`src/pkg/smc_defs.svh`:
```
`ifndef SMC_DEFS_SVH
`define SMC_DEFS_SVH

// register indices on the device port
`define SMC_OFF_CTRL0      4'h0
`define SMC_OFF_CTRL1      4'h1
`define SMC_OFF_STATUS     4'h2
`define SMC_OFF_CLKSEL     4'h3
`define SMC_OFF_WINSEL     4'h4
`define SMC_OFF_PERIOD_L   4'h5
`define SMC_OFF_PERIOD_H   4'h6
`define SMC_OFF_PERIOD_U   4'h7
`define SMC_OFF_COUNT_L    4'h8
`define SMC_OFF_COUNT_H    4'h9
`define SMC_OFF_COUNT_U    4'ha
`define SMC_OFF_WIDTH_L    4'hb
`define SMC_OFF_WIDTH_H    4'hc
`define SMC_OFF_WIDTH_U    4'hd
`define SMC_OFF_IRQ        4'he

// measure_control_0 fields
`define SMC_C0_EN          7
`define SMC_C0_HALT        5
`define SMC_C0_WIN_POL     4
`define SMC_C0_SIG_POL     3
`define SMC_C0_CLK_POL     2
`define SMC_C0_PS_HI       1
`define SMC_C0_PS_LO       0
`define SMC_C0_MASK        8'hbf

// measure_control_1 fields
`define SMC_C1_RUN         7
`define SMC_C1_REPEAT      6
`define SMC_C1_MODE_HI     3
`define SMC_C1_MODE_LO     0
`define SMC_C1_MASK        8'hcf

// measure_status fields
`define SMC_ST_PERUPD      7
`define SMC_ST_WIDUPD      6
`define SMC_ST_CNTRST      5
`define SMC_ST_COUNTING    2
`define SMC_ST_WINDOW      1
`define SMC_ST_ACQ         0

// irq register fields
`define SMC_IRQ_FLAG       0
`define SMC_IRQ_EN         1

// field widths and limits
`define SMC_CLK_FIELD_W    3
`define SMC_WIN_FIELD_W    5
`define SMC_WIN_SRCS       24
`define SMC_CLK_SRCS       8
`define SMC_CNT_W          24
`define SMC_OWN_MATCH_CODE 5'h08

// reset values
`define SMC_RST_BYTE       8'h00
`define SMC_RST_CNT        24'h000000

`endif

```
`src/pkg/smc_pkg.sv`:
```
package smc_pkg;

  typedef enum logic [3:0] {
    SMC_TIMER       = 4'b0000,
    SMC_GATED_TIMER = 4'b0001,
    SMC_PERIOD_DUTY = 4'b0010,
    SMC_HIGH_LOW    = 4'b0011,
    SMC_WIN_MEASURE = 4'b0100,
    SMC_GATED_WIN   = 4'b0101,
    SMC_TOF         = 4'b0110,
    SMC_CAPTURE     = 4'b0111,
    SMC_COUNTER     = 4'b1000,
    SMC_GATED_CNT   = 4'b1001,
    SMC_WIN_CNT     = 4'b1010
  } smc_mode_type;

  typedef enum logic [2:0] {
    SMC_CLK_SYS_DIV4 = 3'b000,
    SMC_CLK_SYS      = 3'b001,
    SMC_CLK_HF_OSC   = 3'b010,
    SMC_CLK_LF_OSC   = 3'b011,
    SMC_CLK_MF_OSC   = 3'b100,
    SMC_CLK_MF_DIV16 = 3'b101,
    SMC_CLK_SEC_OSC  = 3'b110,
    SMC_CLK_REF_OUT  = 3'b111
  } smc_clk_sel_type;

endpackage

```
`src/pkg/smc_if.sv`:
```
`timescale 1ns/1ps
`default_nettype none
interface smc_if;
  logic [3:0]  addr;
  logic [7:0]  wdata;
  logic        wr;
  logic        rd;
  logic [7:0]  rdata;
  logic [7:0]  clk_src;
  logic [23:0] win_src;
  logic        sig_src;
  logic        match;

  modport dev  (input  addr, wdata, wr, rd, clk_src, win_src, sig_src,
                output rdata, match);
  modport host (output addr, wdata, wr, rd, clk_src, win_src, sig_src,
                input  rdata, match);
endinterface
`default_nettype wire

```
`src/smc_dev.sv`:
```
// Operation
// - period match raises an interrupt event
// - match sets flag, gated by enable
// - enable bit 7; off clears prescaler and pending match
// - disabling leaves software registers unchanged
// - halt on: counter holds at period
// - halt off: counter wraps to zero
// - window polarity bit 4 selects active level
// - signal polarity bit 3 selects edge
// - clock polarity bit 2 selects edge
// - prescaler divides by 1, 2, 4, 8
// - run bit starts counting; hardware may clear
// - repeat bit chooses continuous or single
// - four-bit mode field, codes 11+ reserved
// - period update request, hardware clears
// - width update request, hardware clears
// - counter reset request, hardware clears
// - status bit 2 shows counter incrementing
// - status bit 1 shows window open
// - status bit 0 shows acquisition active
// - three-bit clock source select
// - five-bit window source select, 24+ reserved
// - own match code reserved as window
`timescale 1ns/1ps
`default_nettype none
`include "smc_defs.svh"
module smc_dev (
  // clock, reset, enable
  input  wire logic clk_in,
  input  wire logic rst_in,
  input  wire logic ce_in,
  // link to the controller
  smc_if.dev        bus,
  // user side
  output logic      irq_out,
  output logic      match_out
);

  localparam int SRC_W = 1 + `SMC_WIN_SRCS + `SMC_CLK_SRCS;

  // synchroniser group: every source arrives from outside this clock
  logic [SRC_W-1:0] sync1_r, sync1_nxt;
  logic [SRC_W-1:0] sync2_r, sync2_nxt;

  always_comb begin
    sync1_nxt = {bus.sig_src, bus.win_src, bus.clk_src};
    sync2_nxt = sync1_r;
  end

  always_ff @(posedge clk_in or posedge rst_in) begin
    if (rst_in) begin
      sync1_r <= '0;
      sync2_r <= '0;
    end else if (ce_in) begin
      sync1_r <= sync1_nxt;
      sync2_r <= sync2_nxt;
    end
  end

  // software-visible registers
  logic [7:0]  ctrl0_r, ctrl0_nxt;
  logic [7:0]  ctrl1_r, ctrl1_nxt;
  logic [2:0]  req_r, req_nxt;
  logic [2:0]  clock_source_field_r, clock_source_field_nxt;
  logic [4:0]  window_source_field_r, window_source_field_nxt;
  logic [23:0] period_buf_r, period_buf_nxt;
  logic [23:0] count_r, count_nxt;
  logic [23:0] width_r, width_nxt;
  logic        flag_r, flag_nxt;
  logic        irq_en_r, irq_en_nxt;
  // internal state
  logic [23:0] period_r, period_nxt;
  logic        clk_prev_r, clk_prev_nxt;
  logic        sig_prev_r, sig_prev_nxt;
  logic [2:0]  pre_cnt_r, pre_cnt_nxt;
  logic        match_pend_r, match_pend_nxt;
  logic        match_r, match_nxt;
  logic        counting_r, counting_nxt;
  logic        irq_r, irq_nxt;
  logic [7:0]  rdata_r, rdata_nxt;

  logic [7:0]  src_clk;
  logic [23:0] src_win;
  logic        src_sig;
  logic        en, run, halt;
  logic [3:0]  mode;
  logic        clk_lvl, clk_edge, sig_lvl, sig_edge, win_lvl, win_ok;
  logic        base_edge, gate, tick, advance, at_period;
  logic [2:0]  pre_mask;
  logic [7:0]  status;
  logic [23:0] count_sw;

  assign {src_sig, src_win, src_clk} = sync2_r;
  assign en   = ctrl0_r[`SMC_C0_EN];
  assign run  = ctrl1_r[`SMC_C1_RUN];
  assign halt = ctrl0_r[`SMC_C0_HALT];
  assign mode = ctrl1_r[`SMC_C1_MODE_HI:`SMC_C1_MODE_LO];

  always_comb begin
    clk_lvl  = src_clk[clock_source_field_r] ^ ctrl0_r[`SMC_C0_CLK_POL];
    clk_edge = clk_lvl & ~clk_prev_r;
    sig_lvl  = src_sig ^ ctrl0_r[`SMC_C0_SIG_POL];
    sig_edge = sig_lvl & ~sig_prev_r;
    // reserved codes give a closed window
    win_ok   = (window_source_field_r < 5'(`SMC_WIN_SRCS))
             && (window_source_field_r != `SMC_OWN_MATCH_CODE);
    win_lvl  = win_ok & (src_win[window_source_field_r]
             ^ ctrl0_r[`SMC_C0_WIN_POL]);
    // mode decides time base and gate
    base_edge = mode[3] ? sig_edge : clk_edge;
    unique case (mode)
      smc_pkg::SMC_GATED_TIMER,
      smc_pkg::SMC_GATED_WIN: gate = sig_lvl;
      smc_pkg::SMC_GATED_CNT,
      smc_pkg::SMC_WIN_CNT:   gate = win_lvl;
      smc_pkg::SMC_TIMER,
      smc_pkg::SMC_PERIOD_DUTY,
      smc_pkg::SMC_HIGH_LOW,
      smc_pkg::SMC_WIN_MEASURE,
      smc_pkg::SMC_TOF,
      smc_pkg::SMC_CAPTURE,
      smc_pkg::SMC_COUNTER:   gate = 1'b1;
      default:                gate = 1'b0;
    endcase
    // prescale mask 0, 1, 3, 7
    pre_mask = {ctrl0_r[1:0] == 2'b11, ctrl0_r[1], |ctrl0_r[1:0]};
    tick     = base_edge & (pre_cnt_r == pre_mask);
    // count only while run bit set
    advance   = en & run & gate & tick;
    at_period = (count_r == period_r);
    status = {req_r, 2'b00, counting_r, win_lvl, en & run};
  end

  always_comb begin
    ctrl0_nxt      = ctrl0_r;
    ctrl1_nxt      = ctrl1_r;
    req_nxt        = req_r;
    clock_source_field_nxt  = clock_source_field_r;
    window_source_field_nxt = window_source_field_r;
    period_buf_nxt = period_buf_r;
    count_sw       = count_r;
    width_nxt      = width_r;
    irq_en_nxt     = irq_en_r;
    period_nxt     = period_r;
    rdata_nxt      = rdata_r;
    clk_prev_nxt   = clk_lvl;
    sig_prev_nxt   = sig_lvl;
    pre_cnt_nxt    = pre_cnt_r;
    match_pend_nxt = 1'b0;

    // requests are served before software writes, so a fresh set wins
    // period buffer update
    if (req_r[2]) begin
      period_nxt  = period_buf_r;
      req_nxt[2]  = 1'b0;
    end
    if (req_r[1]) begin
      width_nxt  = count_r;
      req_nxt[1] = 1'b0;
    end
    if (req_r[0]) begin
      count_sw   = `SMC_RST_CNT;
      req_nxt[0] = 1'b0;
    end

    if (base_edge && gate) begin
      pre_cnt_nxt = tick ? 3'h0 : pre_cnt_r + 3'h1;
    end
    if (advance) begin
      if (at_period) begin
        match_pend_nxt = 1'b1;
        count_sw = halt ? count_r : `SMC_RST_CNT;
        if (!ctrl1_r[`SMC_C1_REPEAT]) begin
          ctrl1_nxt[`SMC_C1_RUN] = 1'b0;
        end
      end else begin
        count_sw = count_r + 24'h000001;
      end
    end

    // disabled timer clears its prescaler and pending match only
    // software registers kept as they are
    if (!en) begin
      pre_cnt_nxt    = 3'h0;
      match_pend_nxt = 1'b0;
    end

    if (bus.wr) begin
      unique case (bus.addr)
        `SMC_OFF_CTRL0:    ctrl0_nxt = bus.wdata & `SMC_C0_MASK;
        `SMC_OFF_CTRL1:    ctrl1_nxt = bus.wdata & `SMC_C1_MASK;
        `SMC_OFF_STATUS:   req_nxt = req_nxt | bus.wdata[7:5];
        `SMC_OFF_CLKSEL:   clock_source_field_nxt = bus.wdata[2:0];
        `SMC_OFF_WINSEL:   window_source_field_nxt = bus.wdata[4:0];
        `SMC_OFF_PERIOD_L: period_buf_nxt[7:0] = bus.wdata;
        `SMC_OFF_PERIOD_H: period_buf_nxt[15:8] = bus.wdata;
        `SMC_OFF_PERIOD_U: period_buf_nxt[23:16] = bus.wdata;
        `SMC_OFF_COUNT_L:  count_sw[7:0] = bus.wdata;
        `SMC_OFF_COUNT_H:  count_sw[15:8] = bus.wdata;
        `SMC_OFF_COUNT_U:  count_sw[23:16] = bus.wdata;
        `SMC_OFF_IRQ:      irq_en_nxt = bus.wdata[`SMC_IRQ_EN];
        default: ;
      endcase
    end
    count_nxt = count_sw;

    // flag fed from registered match, never the raw compare
    flag_nxt = flag_r;
    if (bus.wr && bus.addr == `SMC_OFF_IRQ) begin
      flag_nxt = flag_r & bus.wdata[`SMC_IRQ_FLAG];
    end
    if (match_r) begin
      flag_nxt = 1'b1;
    end
    match_nxt    = match_pend_r;
    counting_nxt = en & run & gate;
    irq_nxt      = flag_nxt & irq_en_nxt;

    if (bus.rd) begin
      unique case (bus.addr)
        `SMC_OFF_CTRL0:    rdata_nxt = ctrl0_r;
        `SMC_OFF_CTRL1:    rdata_nxt = ctrl1_r;
        `SMC_OFF_STATUS:   rdata_nxt = status;
        `SMC_OFF_CLKSEL:   rdata_nxt = {5'h00, clock_source_field_r};
        `SMC_OFF_WINSEL:   rdata_nxt = {3'h0, window_source_field_r};
        `SMC_OFF_PERIOD_L: rdata_nxt = period_buf_r[7:0];
        `SMC_OFF_PERIOD_H: rdata_nxt = period_buf_r[15:8];
        `SMC_OFF_PERIOD_U: rdata_nxt = period_buf_r[23:16];
        `SMC_OFF_COUNT_L:  rdata_nxt = count_r[7:0];
        `SMC_OFF_COUNT_H:  rdata_nxt = count_r[15:8];
        `SMC_OFF_COUNT_U:  rdata_nxt = count_r[23:16];
        `SMC_OFF_WIDTH_L:  rdata_nxt = width_r[7:0];
        `SMC_OFF_WIDTH_H:  rdata_nxt = width_r[15:8];
        `SMC_OFF_WIDTH_U:  rdata_nxt = width_r[23:16];
        `SMC_OFF_IRQ:      rdata_nxt = {6'h00, irq_en_r, flag_r};
        default:           rdata_nxt = 8'h00;
      endcase
    end
  end

  always_ff @(posedge clk_in or posedge rst_in) begin
    if (rst_in) begin
      ctrl0_r      <= `SMC_RST_BYTE;
      ctrl1_r      <= `SMC_RST_BYTE;
      req_r        <= 3'h0;
      clock_source_field_r  <= 3'h0;
      window_source_field_r <= 5'h00;
      period_buf_r <= `SMC_RST_CNT;
      period_r     <= `SMC_RST_CNT;
      count_r      <= `SMC_RST_CNT;
      width_r      <= `SMC_RST_CNT;
      flag_r       <= 1'b0;
      irq_en_r     <= 1'b0;
      clk_prev_r   <= 1'b0;
      sig_prev_r   <= 1'b0;
      pre_cnt_r    <= 3'h0;
      match_pend_r <= 1'b0;
      match_r      <= 1'b0;
      counting_r   <= 1'b0;
      irq_r        <= 1'b0;
      rdata_r      <= `SMC_RST_BYTE;
    end else if (ce_in) begin
      ctrl0_r      <= ctrl0_nxt;
      ctrl1_r      <= ctrl1_nxt;
      req_r        <= req_nxt;
      clock_source_field_r  <= clock_source_field_nxt;
      window_source_field_r <= window_source_field_nxt;
      period_buf_r <= period_buf_nxt;
      period_r     <= period_nxt;
      count_r      <= count_nxt;
      width_r      <= width_nxt;
      flag_r       <= flag_nxt;
      irq_en_r     <= irq_en_nxt;
      clk_prev_r   <= clk_prev_nxt;
      sig_prev_r   <= sig_prev_nxt;
      pre_cnt_r    <= pre_cnt_nxt;
      match_pend_r <= match_pend_nxt;
      match_r      <= match_nxt;
      counting_r   <= counting_nxt;
      irq_r        <= irq_nxt;
      rdata_r      <= rdata_nxt;
    end
  end

  assign bus.rdata = rdata_r;
  assign bus.match = match_r;
  assign irq_out   = irq_r;
  assign match_out = match_r;

endmodule
`default_nettype wire

```
`src/flat_wrapper.sv`:
```
// flat-port wrapper written by rule: the top's interface ports become plain ports
module smc_dev_flat 
  (clk_in, rst_in, ce_in, irq_out, match_out, bus_addr, bus_wdata, bus_wr, bus_rd, bus_clk_src, bus_win_src, bus_sig_src, bus_rdata, bus_match);
  smc_if bus_i ();
  input  wire logic clk_in;
  input  wire logic rst_in;
  input  wire logic ce_in;
  output logic irq_out;
  output logic match_out;
  input wire logic [$bits(bus_i.addr)-1:0] bus_addr;
  input wire logic [$bits(bus_i.wdata)-1:0] bus_wdata;
  input wire logic [$bits(bus_i.wr)-1:0] bus_wr;
  input wire logic [$bits(bus_i.rd)-1:0] bus_rd;
  input wire logic [$bits(bus_i.clk_src)-1:0] bus_clk_src;
  input wire logic [$bits(bus_i.win_src)-1:0] bus_win_src;
  input wire logic [$bits(bus_i.sig_src)-1:0] bus_sig_src;
  output wire logic [$bits(bus_i.rdata)-1:0] bus_rdata;
  output wire logic [$bits(bus_i.match)-1:0] bus_match;
  assign bus_i.addr = bus_addr;
  assign bus_i.wdata = bus_wdata;
  assign bus_i.wr = bus_wr;
  assign bus_i.rd = bus_rd;
  assign bus_i.clk_src = bus_clk_src;
  assign bus_i.win_src = bus_win_src;
  assign bus_i.sig_src = bus_sig_src;
  assign bus_rdata = bus_i.rdata;
  assign bus_match = bus_i.match;
  smc_dev u_core (.clk_in(clk_in), .rst_in(rst_in), .ce_in(ce_in), .bus(bus_i), .irq_out(irq_out), .match_out(match_out));
endmodule
```
`config.mk`:
```
export PLATFORM = sky130hd
export DESIGN_NAME = smc_dev_flat
export DESIGN_NICKNAME = d
export VERILOG_FILES = /design/src/pkg/smc_pkg.sv /design/src/pkg/smc_if.sv /design/src/smc_dev.sv /design/src/flat_wrapper.sv
export VERILOG_INCLUDE_DIRS = /design/src /design/src/pkg
export SDC_FILE = /design/constraint.sdc
export NUM_CORES = 1
export LEC_CHECK = 0
export BUFFER_PORTS_ARGS = -buffer_cell sky130_fd_sc_hd__buf_4
export CAP_MARGIN = 40
export CORE_MARGIN = 2
export CORE_UTILIZATION = 45
export CTS_BUF_LIST = sky130_fd_sc_hd__clkbuf_4 sky130_fd_sc_hd__clkbuf_8
export CTS_CLUSTER_DIAMETER = 100
export DETAILED_ROUTE_END_ITERATION = 10
export GPL_ROUTABILITY_DRIVEN = 0
export PLACE_DENSITY = 0.63
export SLEW_MARGIN = 20
export SYNTH_ARGS = -nofsm -noshare
export SYNTH_HDL_FRONTEND = slang
export SYNTH_SLANG_ARGS = --single-unit
```
`constraint.sdc`:
```
create_clock -name clk_in -period 10.8 [get_ports clk_in]
set_input_delay 0.54 -clock clk_in [delete_from_list [all_inputs] [get_ports clk_in]]
set_output_delay 0.54 -clock clk_in [all_outputs]
set_load 0.02 [all_outputs]
```
Word level (Yosys, flattened, before mapping)

Index checks and enable logic that the tools add are counted.

Output and inout bits: 11
Logic and storage cells: 124
Bits in registers: 205
Input bits: 50

Bitwise logic cells: 14
$lt $le $gt $ge: 3
Add/sub/neg operators: 2
Multiplexer cells: 32
Eq/ne operators: 29
Reduce and logical (&&, ||, !) cells: 20

Operator list:

| kind                                                                         | count |
|---|---|
| 24-bit two-way mux                                                           | 5 |
| 8-bit case mux with 15 select lines                                          | 1 |
| 4-bit equality test, second input constant                                   | 10 |
| 8-bit two-way mux                                                            | 5 |
| 4-bit by 3-bit equality test with 1-bit output, second input constant        | 8 |
| 24-bit by 1-bit adder with 24-bit output, second input constant              | 1 |
| 24-bit equality test                                                         | 1 |
| 3-bit AND reduction                                                          | 7 |
| 4-bit by 2-bit equality test with 1-bit output, second input constant        | 4 |
| 3-bit two-way mux                                                            | 5 |
| 1-bit two-way mux                                                            | 13 |
| 1-bit bitwise AND                                                            | 9 |
| 4-bit by 1-bit equality test with 1-bit output, second input constant        | 2 |
| 4-bit zero test                                                              | 2 |
| 2-bit AND reduction                                                          | 4 |
| 7-bit OR reduction                                                           | 1 |
| 5-bit by 6-bit less-than comparator with 1-bit output, second input constant | 1 |
| 2-bit OR reduction                                                           | 3 |
| 1-bit binary-select mux with 5-bit select                                    | 1 |
| 5-bit less-than comparator, second input constant                            | 1 |
| 5-bit by 4-bit inequality test with 1-bit output, second input constant      | 1 |
| 3-bit by 4-bit less-than comparator with 1-bit output, second input constant | 1 |
| 3-bit by 1-bit adder with 3-bit output, second input constant                | 1 |
| 1-bit binary-select mux with 3-bit select                                    | 1 |
| 7 further kinds                                                              | 12 |

Logic depth before layout (Yosys ltp)

Depth after elaboration: 10
Mapped depth: 12

Worst setup path before layout

OpenSTA, ideal clock, no wires.

Kind: register to register
Start: register u_core.window_source_field_r[0]
End: register u_core.count_r[16]
Path slack: 7998 ps
Setup time: 71 ps
Path buffers: 1
Stages on the path, launching flop included: 11
Data arrival time: 2732 ps
Required time: 10729 ps
Cell sequence: dfrtp_1 -> buf_6 -> mux4_2 -> mux2i_1 -> nor3b_1 -> o31a_1 -> nor3_4 -> o21ai_2 -> or3_4 -> or4_1 -> nand4_1

Word-level cells in the longest chain between the ends: 10
Elaborated cells on any way between the ends: 13
Classes of those cells: 1 x order compare; 1 x eq/ne; 6 x mux; 4 x bitwise; 1 x reduce/logical

Ends and longest elaborated chain:

| element                                   | line           | text |
|---|---|---|
| start, declared                           | smc_dev.sv:65  | `logic [4:0] window_source_field_r, window_source_field_nxt;` |
| start signal, assigned                    | smc_dev.sv:267 | `window_source_field_r <= window_source_field_nxt;` |
| 1-bit binary-select mux with 5-bit select | smc_dev.sv:107 | `win_lvl = win_ok & (src_win[window_source_field_r]` |
| 1-bit two-way mux (implied by the code)   | smc_dev.sv:107 |  |
| 1-bit bitwise XOR                         | smc_dev.sv:107 |  |
| 1-bit bitwise AND (*)                     | smc_dev.sv:107 |  |
| 1-bit case mux with 3 select lines (*)    | smc_dev.sv:111 | `unique case (mode)` |
| 1-bit bitwise AND (*) (2 in series)       | smc_dev.sv:129 | `advance = en & run & gate & tick;` |
| 24-bit two-way mux (*)                    | smc_dev.sv:169 | `if (advance) begin` |
| 8-bit two-way mux                         | smc_dev.sv:189 | `unique case (bus.addr)` |
| 24-bit two-way mux (*)                    | smc_dev.sv:188 | `if (bus.wr) begin` |
| end signal, assigned                      | smc_dev.sv:250 | `` count_r <= `SMC_RST_CNT; `` |
| end signal, assigned                      | smc_dev.sv:270 | `count_r <= count_nxt;` |
| end, declared                             | smc_dev.sv:67  | `logic [23:0] count_r, count_nxt;` |

Every way passes the cells marked *; elsewhere a longest branch is shown, timed or not. The select of a mux whose other input is x is not followed.
A chain may end at the register's enable or synchronous reset.

Final worst setup path

Start: register u_core.window_source_field_r[0]
End: register u_core.count_r[2]

Same word-level chain as after synthesis.

==> results.sh <==
export IMPL_arrival_ns=3.86
export IMPL_crit_fanout=11
export IMPL_post_cts_buffers=0
export IMPL_cts_tree="done"
export IMPL_p_leak_nw=5.13
export IMPL_setup_ws_ns=7.36
export IMPL_synth_cell_types=68
export IMPL_yosys_warnings=0
export IMPL_synth_nets=963
export IMPL_antenna_found_initial=0
export IMPL_fmaxAchievable_ghz=0.291
export IMPL_seq_area_frac_synth=0.496
export IMPL_first_iter_violations=654
export IMPL_p_per_area_mw_per_mm2=183
export IMPL_grt_max_degree=102
export IMPL_h_tree_depth=2
export IMPL_cts_resized=0
export IMPL_clock_sinks=205
export IMPL_ant_nets=0
export IMPL_post_route_min_period_ns=3.44
export IMPL_die_w_um=156
export IMPL_cts_buffers=37
export IMPL_synth_area_leader_cell="dfrtp_1"
export IMPL_die_h_um=156
export IMPL_drive_gt1_frac=0.332
export IMPL_clk_pin_slew_worst_paths_ns=0.06
export IMPL_synthToLayoutAreaGrowth_pct=14.5
export IMPL_fin_util=0.525
export IMPL_ys_seq_elements=205
export IMPL_syn_inst=911
export IMPL_syn_area_mm2=0.0103
export IMPL_slew_headroom=0.487
export IMPL_cp_data_required_time_ns=11.22
export IMPL_drtPass1Iterations=5
export IMPL_finClkSkew_ns=0.0160
export IMPL_peakVddDrop_v=0.0000902
export IMPL_async_flop_share=1.00
export IMPL_start_util=0.458
export IMPL_ioPinCount=61
export IMPL_hold_viol=0
export IMPL_post_route_period_util=0.318
export IMPL_synth_edf_count=0
export IMPL_cp_num_buf_inv=0
export IMPL_setup_tns_final_ns=0
export IMPL_grt_setup_unrepaired="no"
export IMPL_fin_nets=1012
export IMPL_rows=55
export IMPL_viasPerCell=6.12
export IMPL_wl_um=28800
export IMPL_outcome="complete, no violations"
export IMPL_synth_flop_cell="dfrtp_1"
export IMPL_ys_top_cells_by_area="dfrtp_1 50%, mux2_2 19%, nand2_1 2.8%"
export IMPL_dieArea_mm2=0.0242
export IMPL_start_kind="register"
export IMPL_core_mm2=0.0226
export IMPL_vias=7795
export IMPL_tightest_slew_ns=0.767
export IMPL_wire_per_inst_um=22.6
export IMPL_crit_type="reg2reg"
export IMPL_synth_area_per_cell_um2=11.4
export IMPL_cpPeakStageDelay_ns=0.65
export IMPL_setup_violations=0
export IMPL_grt_pass1_vias=7691
export IMPL_drv_cap=0
export IMPL_grt_pass1_wl_um=44700
export IMPL_endpoint_kind="register"
export IMPL_groute_usage_overall=0.241
export IMPL_diodes=0
export IMPL_cp_cell_sequence="mux4_2 > nor2_1 > a2111oi_1 > nor4_1 > nor3_4 > o2111ai_2 > and2_0 > o21ai_1 > o311ai_1"
export IMPL_fillerInstances=2043
export IMPL_clkLatencyLatePin_ns=0.53
export IMPL_io_buffers=60
export IMPL_dp_worst_setup_slack_ns=7.24
export IMPL_stdcell_count=1273
export IMPL_drc=0
export IMPL_clk_path_buf_depth=3
export IMPL_cpLargestDelayFamily="simple AND/OR/NAND/NOR gates"
export IMPL_cts_root_buf="clkbuf_8"
export IMPL_critPathSlowestCell="dfrtp_1"
export IMPL_post_place_cells=1203
export IMPL_hold_class="in2reg"
export IMPL_dp_hpwl_um=19200
export IMPL_synth_top_area_share=0.496
export IMPL_drv_slew=0
export IMPL_gr_total_overflow=0
-- synthesized netlist by cell type, drive strengths merged, types with 9 or more instances --
cell type  instances
xor2              10
nand2             77
dfrtp            205
o21ai             35
nor2              36
and2               9
nand3             34
a22oi             13
buf               13
mux2             171
xnor2             17
nor3              16
nand2b            10
a21oi             17
and3              16
a32oi             11
mux2i             17
nand4             16
clkbuf            54
-- worst reg2reg max path, delay by kind of cell, from the launching register on --
kind | cells | cell delay (ns)
AO/OA/AOI/OAI | 4 | 0.78
flip-flops | 1 | 0.65
AND/OR/NAND/NOR | 4 | 1.33
multiplexers | 1 | 0.58
-- sequential cells by signal, indices dropped and copies added (netlist names), 3 cells and up --
register and count:
u_core.bus.rdata 8, u_core.clock_source_field_r 3, u_core.count_r 24, u_core.ctrl0_r 7
u_core.ctrl1_r 6, u_core.period_buf_r 24, u_core.period_r 24, u_core.pre_cnt_r 3
u_core.req_r 3, u_core.sync1_r 33, u_core.sync2_r 33, u_core.width_r 24
u_core.window_source_field_r 5
-- final cells by class --
| cell class | count | area (um2) | area share |
|---|---|---|---|
| inverter | 8 | 37.5 | 0.00317 |
| clock buffer | 60 | 719 | 0.0607 |
| sequential | 205 | 5130 | 0.433 |
| timing repair buffer | 77 | 646 | 0.0545 |
| tap | 285 | 357 | 0.0301 |
| multi-input combinational | 631 | 4920 | 0.415 |
| clock inverter | 7 | 40.0 | 0.00338 |
-- worst paths after layout --
| check | from | end | slack, ns | cells past startpoint |
|---|---|---|---|---|
| max in group asynchronous | rst_in | u_core.width_r[4] | 9.32 | 5 |
| hold reg to reg | u_core.irq_out | u_core.irq_out | 0.49 | 2 |
| setup / recovery | u_core.window_source_field_r[0] | u_core.count_r[2] | 7.36 | 9 |
| hold / removal | bus_clk_src[2] | u_core.sync1_r[2] | 0.24 | 2 |
| min in group asynchronous | rst_in | u_core.count_r[21] | 0.51 | 3 |
| setup reg to reg | u_core.window_source_field_r[0] | u_core.count_r[2] | 7.36 | 9 |
-- layout by cell type (no fill, tap or decap), types with 7 or more instances in the layout --
| cell type | instances |
|---|---|
| mux2_2 | 171 |
| a32oi_1 | 11 |
| nor4_1 | 7 |
| a21oi_1 | 17 |
| clkbuf_4 | 18 |
| mux4_2 | 7 |
| a22oi_1 | 13 |
| o211ai_1 | 8 |
| buf_4 | 70 |
| o21ai_0 | 28 |
| dfrtp_1 | 205 |
| nor2b_1 | 8 |
| mux2i_1 | 17 |
| nor3_1 | 15 |
| clkbuf_8 | 43 |
| xnor2_1 | 17 |
| nand4_1 | 16 |
| nand3_1 | 34 |
| and3_1 | 16 |
| xor2_1 | 10 |
| nand2b_1 | 10 |
| nor2_1 | 36 |
| nand2_1 | 77 |
-- stage by stage --
step	cell area, um2	hold WS, ns	power (W)
2_1_floorplan	10300	0.446	0.00128
5_1_grt	11800	0.227	0.00227
3_3_place_gp	11000	0.476	0.00142
4_1_cts	11800	0.226	0.00218
3_5_place_dp	11000	0.475	0.00143
6_report	11800	0.244	0.00217
-- per-layer routing --
layer	routed length, um	share of wire	global-route usage
met1	12900	0.45	0.347
met3	2280	0.079	0.0497
met5	0	0	0
met2	12600	0.44	0.362
met4	955	0.033	0.0878
-- cells by family after synthesis --
kind of cell,Yosys count,synth area share
simple gates,259,0.129
buf+inv,75,0.0288
flops,205,0.496
xor+xnor,27,0.0229
mux,195,0.218
compound gates,148,0.103
fa+ha+maj,2,0.00242
-- timing repair --
item / in CTS / in global routing
hold buffers: 1 / 0
endpoints found under the setup margin: 0 / 0
hold endpoints to repair: 27 / 0
-- power by group --
group / switching [W] / internal, W
logic: 0.000196 / 0.000199
clock network: 0.000322 / 0.000422
registers: 0.000151 / 0.000883
No activity file was read; power rests on OpenSTA's default activity.
